--- config.mk ---
export PLATFORM = sky130hd
export DESIGN_NAME = pbcs_regs
export DESIGN_NICKNAME = d
export VERILOG_FILES = /design/src/pkg/pbcs_pkg.sv /design/src/rtl/pbcs_regs.sv
export SDC_FILE = /design/constraint.sdc
export NUM_CORES = 1
export LEC_CHECK = 0
export BUFFER_PORTS_ARGS = -buffer_cell sky130_fd_sc_hd__clkbuf_2
export CAP_MARGIN = 20
export CELL_PAD_IN_SITES_DETAIL_PLACEMENT = 0
export CELL_PAD_IN_SITES_GLOBAL_PLACEMENT = 1
export CORE_AREA = 2 2 77 108
export CTS_BUF_LIST = sky130_fd_sc_hd__clkbuf_8 sky130_fd_sc_hd__clkbuf_16
export CTS_CLUSTER_DIAMETER = 40
export DETAILED_ROUTE_END_ITERATION = 10
export DIE_AREA = 0 0 79 110
export PLACE_DENSITY = 0.93
export SLEW_MARGIN = 30
export SYNTH_ARGS = -nofsm -noshare
export SYNTH_HDL_FRONTEND = slang
export SYNTH_SLANG_ARGS = --single-unit
--- constraint.sdc ---
create_clock -name sys_clk -period 3.4 [get_ports sys_clk]
set_clock_uncertainty 0.1 [all_clocks]
set_input_delay 0.51 -clock sys_clk [delete_from_list [all_inputs] [get_ports sys_clk]]
set_output_delay 0.51 -clock sys_clk [all_outputs]
set_load 0.01 [all_outputs]
--- src/pkg/pbcs_pkg.sv ---
// Purpose: constants and carriers for the base control/status register bank
// Assumes: 8-bit register data, 4-bit register address, 125 MHz clock
// Notes:   bit 0 of a register is the least significant data bit
package pbcs_pkg;
   localparam int unsigned CLK_MHZ = 125;
   // Short arbitrated reset length, nanoseconds
   localparam int unsigned SHORT_RESET_NS = 1300;
   localparam int unsigned SHORT_RESET_CYC = (SHORT_RESET_NS * CLK_MHZ + 999) / 1000;
   localparam int unsigned NUM_PORTS = 3;

   localparam logic [3:0] ADDR_PWR   = 4'h4;
   localparam logic [3:0] ADDR_CTRL  = 4'h5;
   localparam logic [3:0] ADDR_SEL   = 4'h7;
   localparam logic [3:0] ADDR_PST0  = 4'h8;
   localparam logic [3:0] ADDR_PST1  = 4'h9;
   localparam logic [3:0] ADDR_ISTAT = 4'ha;
   localparam logic [3:0] ADDR_IMASK = 4'hb;

   // Register 5 field positions (data bit index)
   localparam int unsigned B_RESUME = 7;
   localparam int unsigned B_SHORT  = 6;
   localparam int unsigned B_CTO    = 5;
   localparam int unsigned B_CPD    = 4;
   localparam int unsigned B_STO    = 3;
   localparam int unsigned B_PEV    = 2;
   localparam int unsigned B_ACCEL  = 1;
   localparam int unsigned B_MSPD   = 0;
   // Register 9 field
   localparam int unsigned B_PIE    = 4;
   // Register 8 fields
   localparam int unsigned B_CON    = 2;
   localparam int unsigned B_BIAS   = 1;
   localparam int unsigned B_DIS    = 0;
   localparam int unsigned B_FAULT  = 3;
   localparam logic [3:0] FLAG_RST  = 4'h0;
   localparam logic [2:0] PAGE_RST  = 3'h0;
   localparam logic [3:0] PORT_RST  = 4'h0;

   typedef struct packed {
      logic [3:0] addr;
      logic [7:0] wdata;
      logic       wr;
      logic       rd;
   } pbcs_req_t;

   typedef struct packed {
      logic [1:0] astat;
      logic [1:0] bstat;
      logic       child;
      logic       con;
      logic       bias;
      logic       fault;
      logic [2:0] peer_speed;
      logic       resume_start;
   } pbcs_port_t;

   typedef enum logic [1:0] {
      SR_IDLE = 2'b00,
      SR_WAIT = 2'b01,
      SR_RUN  = 2'b10
   } pbcs_sr_t;
endpackage

--- src/rtl/pbcs_regs.sv ---
// Purpose: base control/status fields of a three-port serial bus PHY
// Assumes: all inputs synchronous to sys_clk; resetn is the hardware reset
// Notes:   bus reset is an input pulse from the PHY core
// Functional notes
// (RULE_01) Power class field copied to self-ID bits
// (RULE_02) Power class loaded from pins at reset
// (RULE_03) Resume start sets port event if enabled
// (RULE_04) Short reset request starts 1.3 us reset
// (RULE_05) Any bus reset clears short request
// (RULE_06) Tree-ID start timeout sets config flag
// (RULE_07) Cable power falling edge sets flag
// (RULE_08) State timeout sets state timeout flag
// (RULE_09) Non-loop timeout raises flag and reset
// (RULE_10) Flags clear on reset or write one
// (RULE_11) Enabled port status change sets event
// (RULE_12) Acceleration enable drives arbitration options
// (RULE_13) Link sets acceleration only if capable
// (RULE_14) Multispeed enable permits mixed-speed concatenation
// (RULE_15) Link enables multispeed only if compliant
// (RULE_16) Page selector, three bits, reset zero
// (RULE_17) Port selector, four bits, reset zero
// (RULE_18) Page zero shows selected port status
// (RULE_19) Writing zero leaves flags unchanged
module pbcs_regs
   import pbcs_pkg::*;
(
   input  wire logic                 sys_clk,
   input  wire logic                 resetn,
   input  wire pbcs_pkg::pbcs_req_t  req,
   output logic [7:0]                rdata,
   output logic                      irq,
   input  wire logic [2:0]           power_class_pins,
   input  wire logic                 cable_power_sense,
   input  wire logic                 bus_reset,
   input  wire logic                 config_timeout,
   input  wire logic                 state_timeout,
   input  wire logic                 arb_ready,
   input  wire pbcs_pkg::pbcs_port_t port_st [NUM_PORTS],
   output logic [2:0]                selfid_pwr,
   output logic                      short_reset_active,
   output logic                      bus_reset_req,
   output logic                      accel_arb_on,
   output logic                      flyby_on,
   output logic                      multispeed_on,
   output logic [NUM_PORTS-1:0]      port_disable
);
   import pbcs_pkg::*;

   logic [2:0]           node_power_class_reg;
   logic                 pwr_loaded_reg;
   logic                 resume_event_enable_reg;
   logic                 short_reset_request_reg;
   logic [3:0]           flags_reg;
   logic [3:0]           flags_next;
   logic [3:0]           mask_reg;
   logic                 accel_arbitration_enable_reg;
   logic                 multispeed_concat_enable_reg;
   logic [2:0]           page_selector_reg;
   logic [3:0]           port_selector_reg;
   logic [NUM_PORTS-1:0] per_port_event_enable_reg;
   logic [NUM_PORTS-1:0] dis_reg;
   logic [3:0]           port_snap_reg [NUM_PORTS];
   logic                 cps_d_reg;
   logic                 sto_reset_reg;
   pbcs_sr_t             sr_state_reg;
   logic [7:0]           sr_cnt_reg;
   logic [7:0]           rdata_reg;
   logic                 port_event;
   logic                 resume_event;
   logic                 port_ok;
   logic [1:0]           port_idx;
   logic [3:0]           set_vec;

   function automatic logic wr_hit(input pbcs_req_t r, input logic [3:0] a);
      return r.wr && (r.addr == a);
   endfunction

   assign port_ok  = (port_selector_reg < 4'(NUM_PORTS));
   assign port_idx = port_selector_reg[1:0];

   // Power class pins caught after reset release
   // (RULE_02) Load from pins
   always_ff @(posedge sys_clk) begin
      if (!resetn) begin
         pwr_loaded_reg       <= 1'b0;
         node_power_class_reg <= 3'h0;
      end else if (!pwr_loaded_reg) begin
         pwr_loaded_reg       <= 1'b1;
         node_power_class_reg <= power_class_pins;
      end else if (wr_hit(req, ADDR_PWR)) begin
         node_power_class_reg <= req.wdata[2:0];
      end
   end

   // (RULE_01) Self-ID power field
   assign selfid_pwr = node_power_class_reg;

   always_ff @(posedge sys_clk) begin
      if (!resetn) begin
         resume_event_enable_reg      <= 1'b0;
         accel_arbitration_enable_reg <= 1'b0;
         multispeed_concat_enable_reg <= 1'b0;
      end else if (wr_hit(req, ADDR_CTRL)) begin
         resume_event_enable_reg      <= req.wdata[B_RESUME];
         accel_arbitration_enable_reg <= req.wdata[B_ACCEL];
         multispeed_concat_enable_reg <= req.wdata[B_MSPD];
      end
   end

   // (RULE_12) Acceleration features
   assign accel_arb_on  = accel_arbitration_enable_reg;
   assign flyby_on      = accel_arbitration_enable_reg;
   // (RULE_14) Mixed-speed concatenation
   assign multispeed_on = multispeed_concat_enable_reg;

   // Selectors unaffected by bus reset
   always_ff @(posedge sys_clk) begin
      if (!resetn) begin
         page_selector_reg <= PAGE_RST;
         port_selector_reg <= PORT_RST;
      end else if (wr_hit(req, ADDR_SEL)) begin
         // (RULE_16) Page select write
         page_selector_reg <= req.wdata[7:5];
         // (RULE_17) Port select write
         port_selector_reg <= req.wdata[3:0];
      end
   end

   // Per-port enable and disable bits, page zero
   always_ff @(posedge sys_clk) begin
      if (!resetn) begin
         per_port_event_enable_reg <= '0;
         dis_reg                   <= '0;
      end else if (page_selector_reg == 3'h0 && port_ok) begin
         if (wr_hit(req, ADDR_PST0)) begin
            dis_reg[port_idx] <= req.wdata[B_DIS];
         end
         if (wr_hit(req, ADDR_PST1)) begin
            per_port_event_enable_reg[port_idx] <= req.wdata[B_PIE];
         end
      end
   end
   assign port_disable = dis_reg;

   // Port status change detection against a snapshot
   always_comb begin
      port_event   = 1'b0;
      resume_event = 1'b0;
      for (int i = 0; i < NUM_PORTS; i++) begin
         // (RULE_11) Enabled port change
         if (per_port_event_enable_reg[i] &&
             (port_snap_reg[i] != {port_st[i].con, port_st[i].bias, dis_reg[i],
                                   port_st[i].fault})) begin
            port_event = 1'b1;
         end
         // (RULE_03) Resume start event
         if (resume_event_enable_reg && port_st[i].resume_start) begin
            resume_event = 1'b1;
         end
      end
   end

   always_ff @(posedge sys_clk) begin
      if (!resetn) begin
         for (int i = 0; i < NUM_PORTS; i++) begin
            port_snap_reg[i] <= 4'h0;
         end
         cps_d_reg <= 1'b1;
      end else begin
         for (int i = 0; i < NUM_PORTS; i++) begin
            port_snap_reg[i] <= {port_st[i].con, port_st[i].bias, dis_reg[i],
                                 port_st[i].fault};
         end
         cps_d_reg <= cable_power_sense;
      end
   end

   // Flag order: config timeout, cable power, state timeout, port event
   always_comb begin
      set_vec = 4'h0;
      // (RULE_06) Config timeout
      set_vec[3] = config_timeout;
      // (RULE_07) Falling cable power
      set_vec[2] = cps_d_reg && !cable_power_sense;
      // (RULE_08) State timeout
      set_vec[1] = state_timeout;
      set_vec[0] = port_event || resume_event;
      flags_next = flags_reg;
      if (wr_hit(req, ADDR_CTRL)) begin
         // (RULE_19) Zero bits keep flags
         flags_next = flags_reg & ~{req.wdata[B_CTO], req.wdata[B_CPD],
                                    req.wdata[B_STO], req.wdata[B_PEV]};
      end
      // Set wins over clear so no event is lost
      flags_next = flags_next | set_vec;
   end

   // (RULE_10) Hardware reset and write-one clear
   always_ff @(posedge sys_clk) begin
      if (!resetn) begin
         flags_reg <= FLAG_RST;
      end else begin
         flags_reg <= flags_next;
      end
   end

   always_ff @(posedge sys_clk) begin
      if (!resetn) begin
         mask_reg <= 4'h0;
      end else if (wr_hit(req, ADDR_IMASK)) begin
         mask_reg <= req.wdata[3:0];
      end
   end
   assign irq = |(flags_reg & mask_reg);

   // (RULE_09) State timeout requests bus reset
   always_ff @(posedge sys_clk) begin
      if (!resetn) begin
         sto_reset_reg <= 1'b0;
      end else begin
         sto_reset_reg <= state_timeout;
      end
   end
   assign bus_reset_req = sto_reset_reg;

   // Short reset request; bus reset clears it even on a same-cycle write
   always_ff @(posedge sys_clk) begin
      if (!resetn) begin
         short_reset_request_reg <= 1'b0;
      // (RULE_05) Cleared by bus reset
      end else if (bus_reset) begin
         short_reset_request_reg <= 1'b0;
      end else if (wr_hit(req, ADDR_CTRL) && req.wdata[B_SHORT]) begin
         short_reset_request_reg <= 1'b1;
      end
   end

   // (RULE_04) Short reset sequencer
   always_ff @(posedge sys_clk) begin
      if (!resetn) begin
         sr_state_reg <= SR_IDLE;
         sr_cnt_reg   <= 8'h00;
      end else begin
         case (sr_state_reg)
            SR_IDLE: begin
               if (short_reset_request_reg && !bus_reset) begin
                  sr_state_reg <= SR_WAIT;
               end
            end
            SR_WAIT: begin
               // Waits for arbitration win; traffic in progress completes first
               if (arb_ready) begin
                  sr_state_reg <= SR_RUN;
                  sr_cnt_reg   <= 8'(SHORT_RESET_CYC - 1);
               end
            end
            SR_RUN: begin
               if (sr_cnt_reg == 8'h00) begin
                  sr_state_reg <= SR_IDLE;
               end else begin
                  sr_cnt_reg <= sr_cnt_reg - 8'h01;
               end
            end
            default: sr_state_reg <= SR_IDLE;
         endcase
      end
   end
   assign short_reset_active = (sr_state_reg == SR_RUN);

   // Read data one cycle after strobe
   always_ff @(posedge sys_clk) begin
      if (!resetn) begin
         rdata_reg <= 8'h00;
      end else if (req.rd) begin
         if (req.addr == ADDR_PWR) begin
            rdata_reg <= {5'h00, node_power_class_reg};
         end else if (req.addr == ADDR_CTRL) begin
            rdata_reg <= {resume_event_enable_reg, short_reset_request_reg, flags_reg,
                          accel_arbitration_enable_reg, multispeed_concat_enable_reg};
         end else if (req.addr == ADDR_SEL) begin
            rdata_reg <= {page_selector_reg, 1'b0, port_selector_reg};
         end else if (req.addr == ADDR_IMASK) begin
            rdata_reg <= {4'h0, mask_reg};
         // (RULE_18) Unimplemented port reads zero
         end else if (req.addr == ADDR_PST0 && page_selector_reg == 3'h0 && port_ok) begin
            rdata_reg <= {port_st[port_idx].astat, port_st[port_idx].bstat,
                          port_st[port_idx].child, port_st[port_idx].con,
                          port_st[port_idx].bias, dis_reg[port_idx]};
         end else if (req.addr == ADDR_PST1 && page_selector_reg == 3'h0 && port_ok) begin
            rdata_reg <= {1'b0, port_st[port_idx].peer_speed,
                          per_port_event_enable_reg[port_idx],
                          port_st[port_idx].fault, 2'h0};
         end else begin
            rdata_reg <= 8'h00;
         end
      end
   end
   assign rdata = rdata_reg;
endmodule

==> results.md <==
- Status: complete, no violations
- Final Wtd Congestion: ~0.95
- Max FO, Critical Path: 12
- Largest net degree at the start of global routing: 34
- WHS Path Cells: 2
- Finish-stage setup viols: 0
- CTS Buf Count: 9
- Crit path kind: reg2reg
- Chip height: between 100 and 150 um
- Post-CTS resize count: 0
- DRT iter0 DRCs: approximately 180
- Fillers: roughly 770
- Slew Limit Headroom: 58.4%
- Clock-pin slew of the registers on the worst-case setup and hold paths: approximately 0.070 ns
- Synth Cell Area: between 3000 and 4000 um2
- Later-pin clock latency in the skew report: around 0.34 ns
- Synthesized netlist cell count: between 300 and 400
- Main synth FF type: dfxtp_1
- YS warnings: 0
- Commonest non-fill, non-tap cells in the layout: clkbuf_2, dfxtp_1, a21oi_1
- WHS: between 0.2 and 0.3 ns
- Post-synth top area share: between 30% and 40%
- Pins Over Slew Limit: 0
- Diodes inserted: 0
- Data required, critical path: around 3.5 ns
- Worst reg-to-reg setup slack: ~1.4 ns
- WL met3: 514 um
- CTS tree: done
- Commonest non-fill, non-tap cell in the layout: clkbuf_2
- Final Net Count: 499
- Setup_tns: 0 ns
- Async SR Flop Fraction: 0%
- Clock Sinks: 61
- Worst Hold Launch: bus_reset
- Longest Clk Path Bufs: 2
- Row count: 38
- IO Pins: 80
- Post-DRT Antenna Nets: 0
- Tcrit/Tclk final: about three fifths
- Final Hold Viols: 0
- Synth area leader: dfxtp_1
- HP Class: in2reg
- Final WL: a little under 9000 um
- Seq/Total Area, Yosys: between 30 and 40%
- DR WL/cell: 16.1 um
- Met2 WL: 4500 um
- Post-route DRC: 0
- GRT overflow: 0
- Clk root buf: clkbuf_8
- Mapped Avg Cell Area: around 8.8 um2
- Initial DRT Pass Iterations: 4
- Crit end category: register
- Synth Register Bits: 61
- Syn-to-layout area delta: 21.0%
- Number of synthesized flops with an enable pin: 0
- Setup repair after global routing missed its margin: false
- CTS Hold Bufs: 0
- Die W: around 80 um
- Mapped Nets: 429
- Startpoint Class: register
- GRT Total Usage: approximately a fifth
- Die area: between 8000 and 9000 um2
- Via count: around 3,000
- Distinct cells, synth: 60
- WHS Endpoint: short_reset_request_reg
- RR Startpoint: port_selector_reg[1]
- Initial antenna violation count: 0
- Vias in the first global route: between 2,000 and 3,000
- Top routing layer in use: met4
- CTS HTree Levels: 3
- Initial Util: between 40% and 50%
- Reg2Reg Depth: 5
- Area contributors post-synth: dfxtp_1, a21oi_1, mux2i_1, nand2_1, xnor2_1
- Max FFs per register: 12
- Layout cell share with drive strength beyond 1: 27.1%
- Worst EP arrival: 2.13 ns
- Routed vias/inst: 5.59
- Pleak: 1.55 nW
- Port buffer count: 79
- First-pass GRT wire length: ~14,000 um
- Peak VDD IR: 253 uV
- Worst-margin pin slew: 0.621 ns
- Met1 Routed Length: 3520 um
- Dpl hpwl: between 6000 and 7000 um
- Fin crit period: a little over 2 ns
- Pwr dens: between 400 and 500 nW/um2
- RR Endpoint: port_disable[0]
- Maximum clock rate: 495 MHz
- Core Area: slightly below 8000 um2
- Setup Buffers After CTS: 0
- Max-cap viol count: 0
[stage by stage]
stage          utilization (%)  std cells  power (mW)  setup WS (ns)  cell area [um2]
6_report                  50.9        543        1.75           1.38             3920
5_1_grt                   50.9        543        1.82           1.16             3920
4_1_cts                   50.9        543        1.76           1.11             3920
3_5_place_dp              47.5        527       0.943           1.12             3660
3_3_place_gp              47.5        527       0.940           1.19             3660
2_1_floorplan                -        368       0.868           1.61             3240
[worst max path at each step]
stage / from / to / slack [ns] / depth (start not counted)
5_1_grt: port_selector_reg[1] / rdata[4] / 1.16 / 5
6_report: port_selector_reg[1] / port_disable[0] / 1.38 / 5
2_1_floorplan: req[11] / rdata[2] / 1.61 / 5
3_3_place_gp: req[13] / flags_reg[2] / 1.19 / 5
4_1_cts: port_selector_reg[0] / rdata[4] / 1.11 / 4
3_5_place_dp: port_selector_reg[0] / rdata[4] / 1.12 / 4
[critical path, cell delays in order, from the launching register on]
cell     delay (ns)
dfxtp_1        0.45
buf_4          0.28
a21oi_1        0.38
nand3_1        0.26
o41ai_1        0.32
a21oi_1        0.10
[synthesized netlist by cell type, types with 2 or more instances]
cell type,count
o21a_1,4
o211ai_1,2
o41ai_1,3
buf_4,5
clkbuf_1,10
nor2b_1,7
and2_1,14
dfxtp_1,61
a21boi_0,3
xor2_1,2
nor2_1,17
o21ai_0,20
and3_1,2
nor3b_1,2
and4b_1,2
a22oi_1,5
o311a_1,2
o21ai_4,2
buf_2,6
nand3_1,11
nor3_1,9
and3b_1,2
mux2_2,7
xnor2_1,13
nand4_1,8
nand2_1,33
nand3b_1,3
inv_1,10
nor4_1,3
a211oi_1,6
o221a_2,2
nor4b_2,2
a31oi_1,2
nand2b_1,6
a221o_1,2
a21oi_1,35
mux2i_1,17
o2bb2ai_1,6
[power by group]
group	internal, mW	leakage (nW)	switching (mW)
registers	0.734	0.498	0.0167
clock network	0.528	0.126	0.294
logic	0.0792	0.931	0.0961
total	1.34	1.55	0.406
[metal layers]
metal  track usage, %  vias up
met5                0        -
met4             8.87        0
met3             3.83       19
met2             38.6      108
met1             24.1     1425
li1                 -     1485
[kinds of logic after synthesis]
kind of cell	share of synthesized area [%]
buffers and inverters	4.87
adders and majority gates	0.386
and+or+nand+nor	24.1
AOI/OAI and AO/OA	21.2
muxes	7.68
xor gates and xnor gates	4.05
DFF	37.7
[layout make-up]
class,instances,area (um2),share of cell area (%)
Tap cell,100,125,3.19
Clock buffer,11,151,3.86
Clock inverter,5,106,2.71
Inverter,11,41.3,1.05
Sequential cell,61,1220,31.2
Multi-Input combinational cell,274,1860,47.6
Timing Repair Buffer,81,410,10.5
Note: power is estimated with default switching activity, not from simulation.
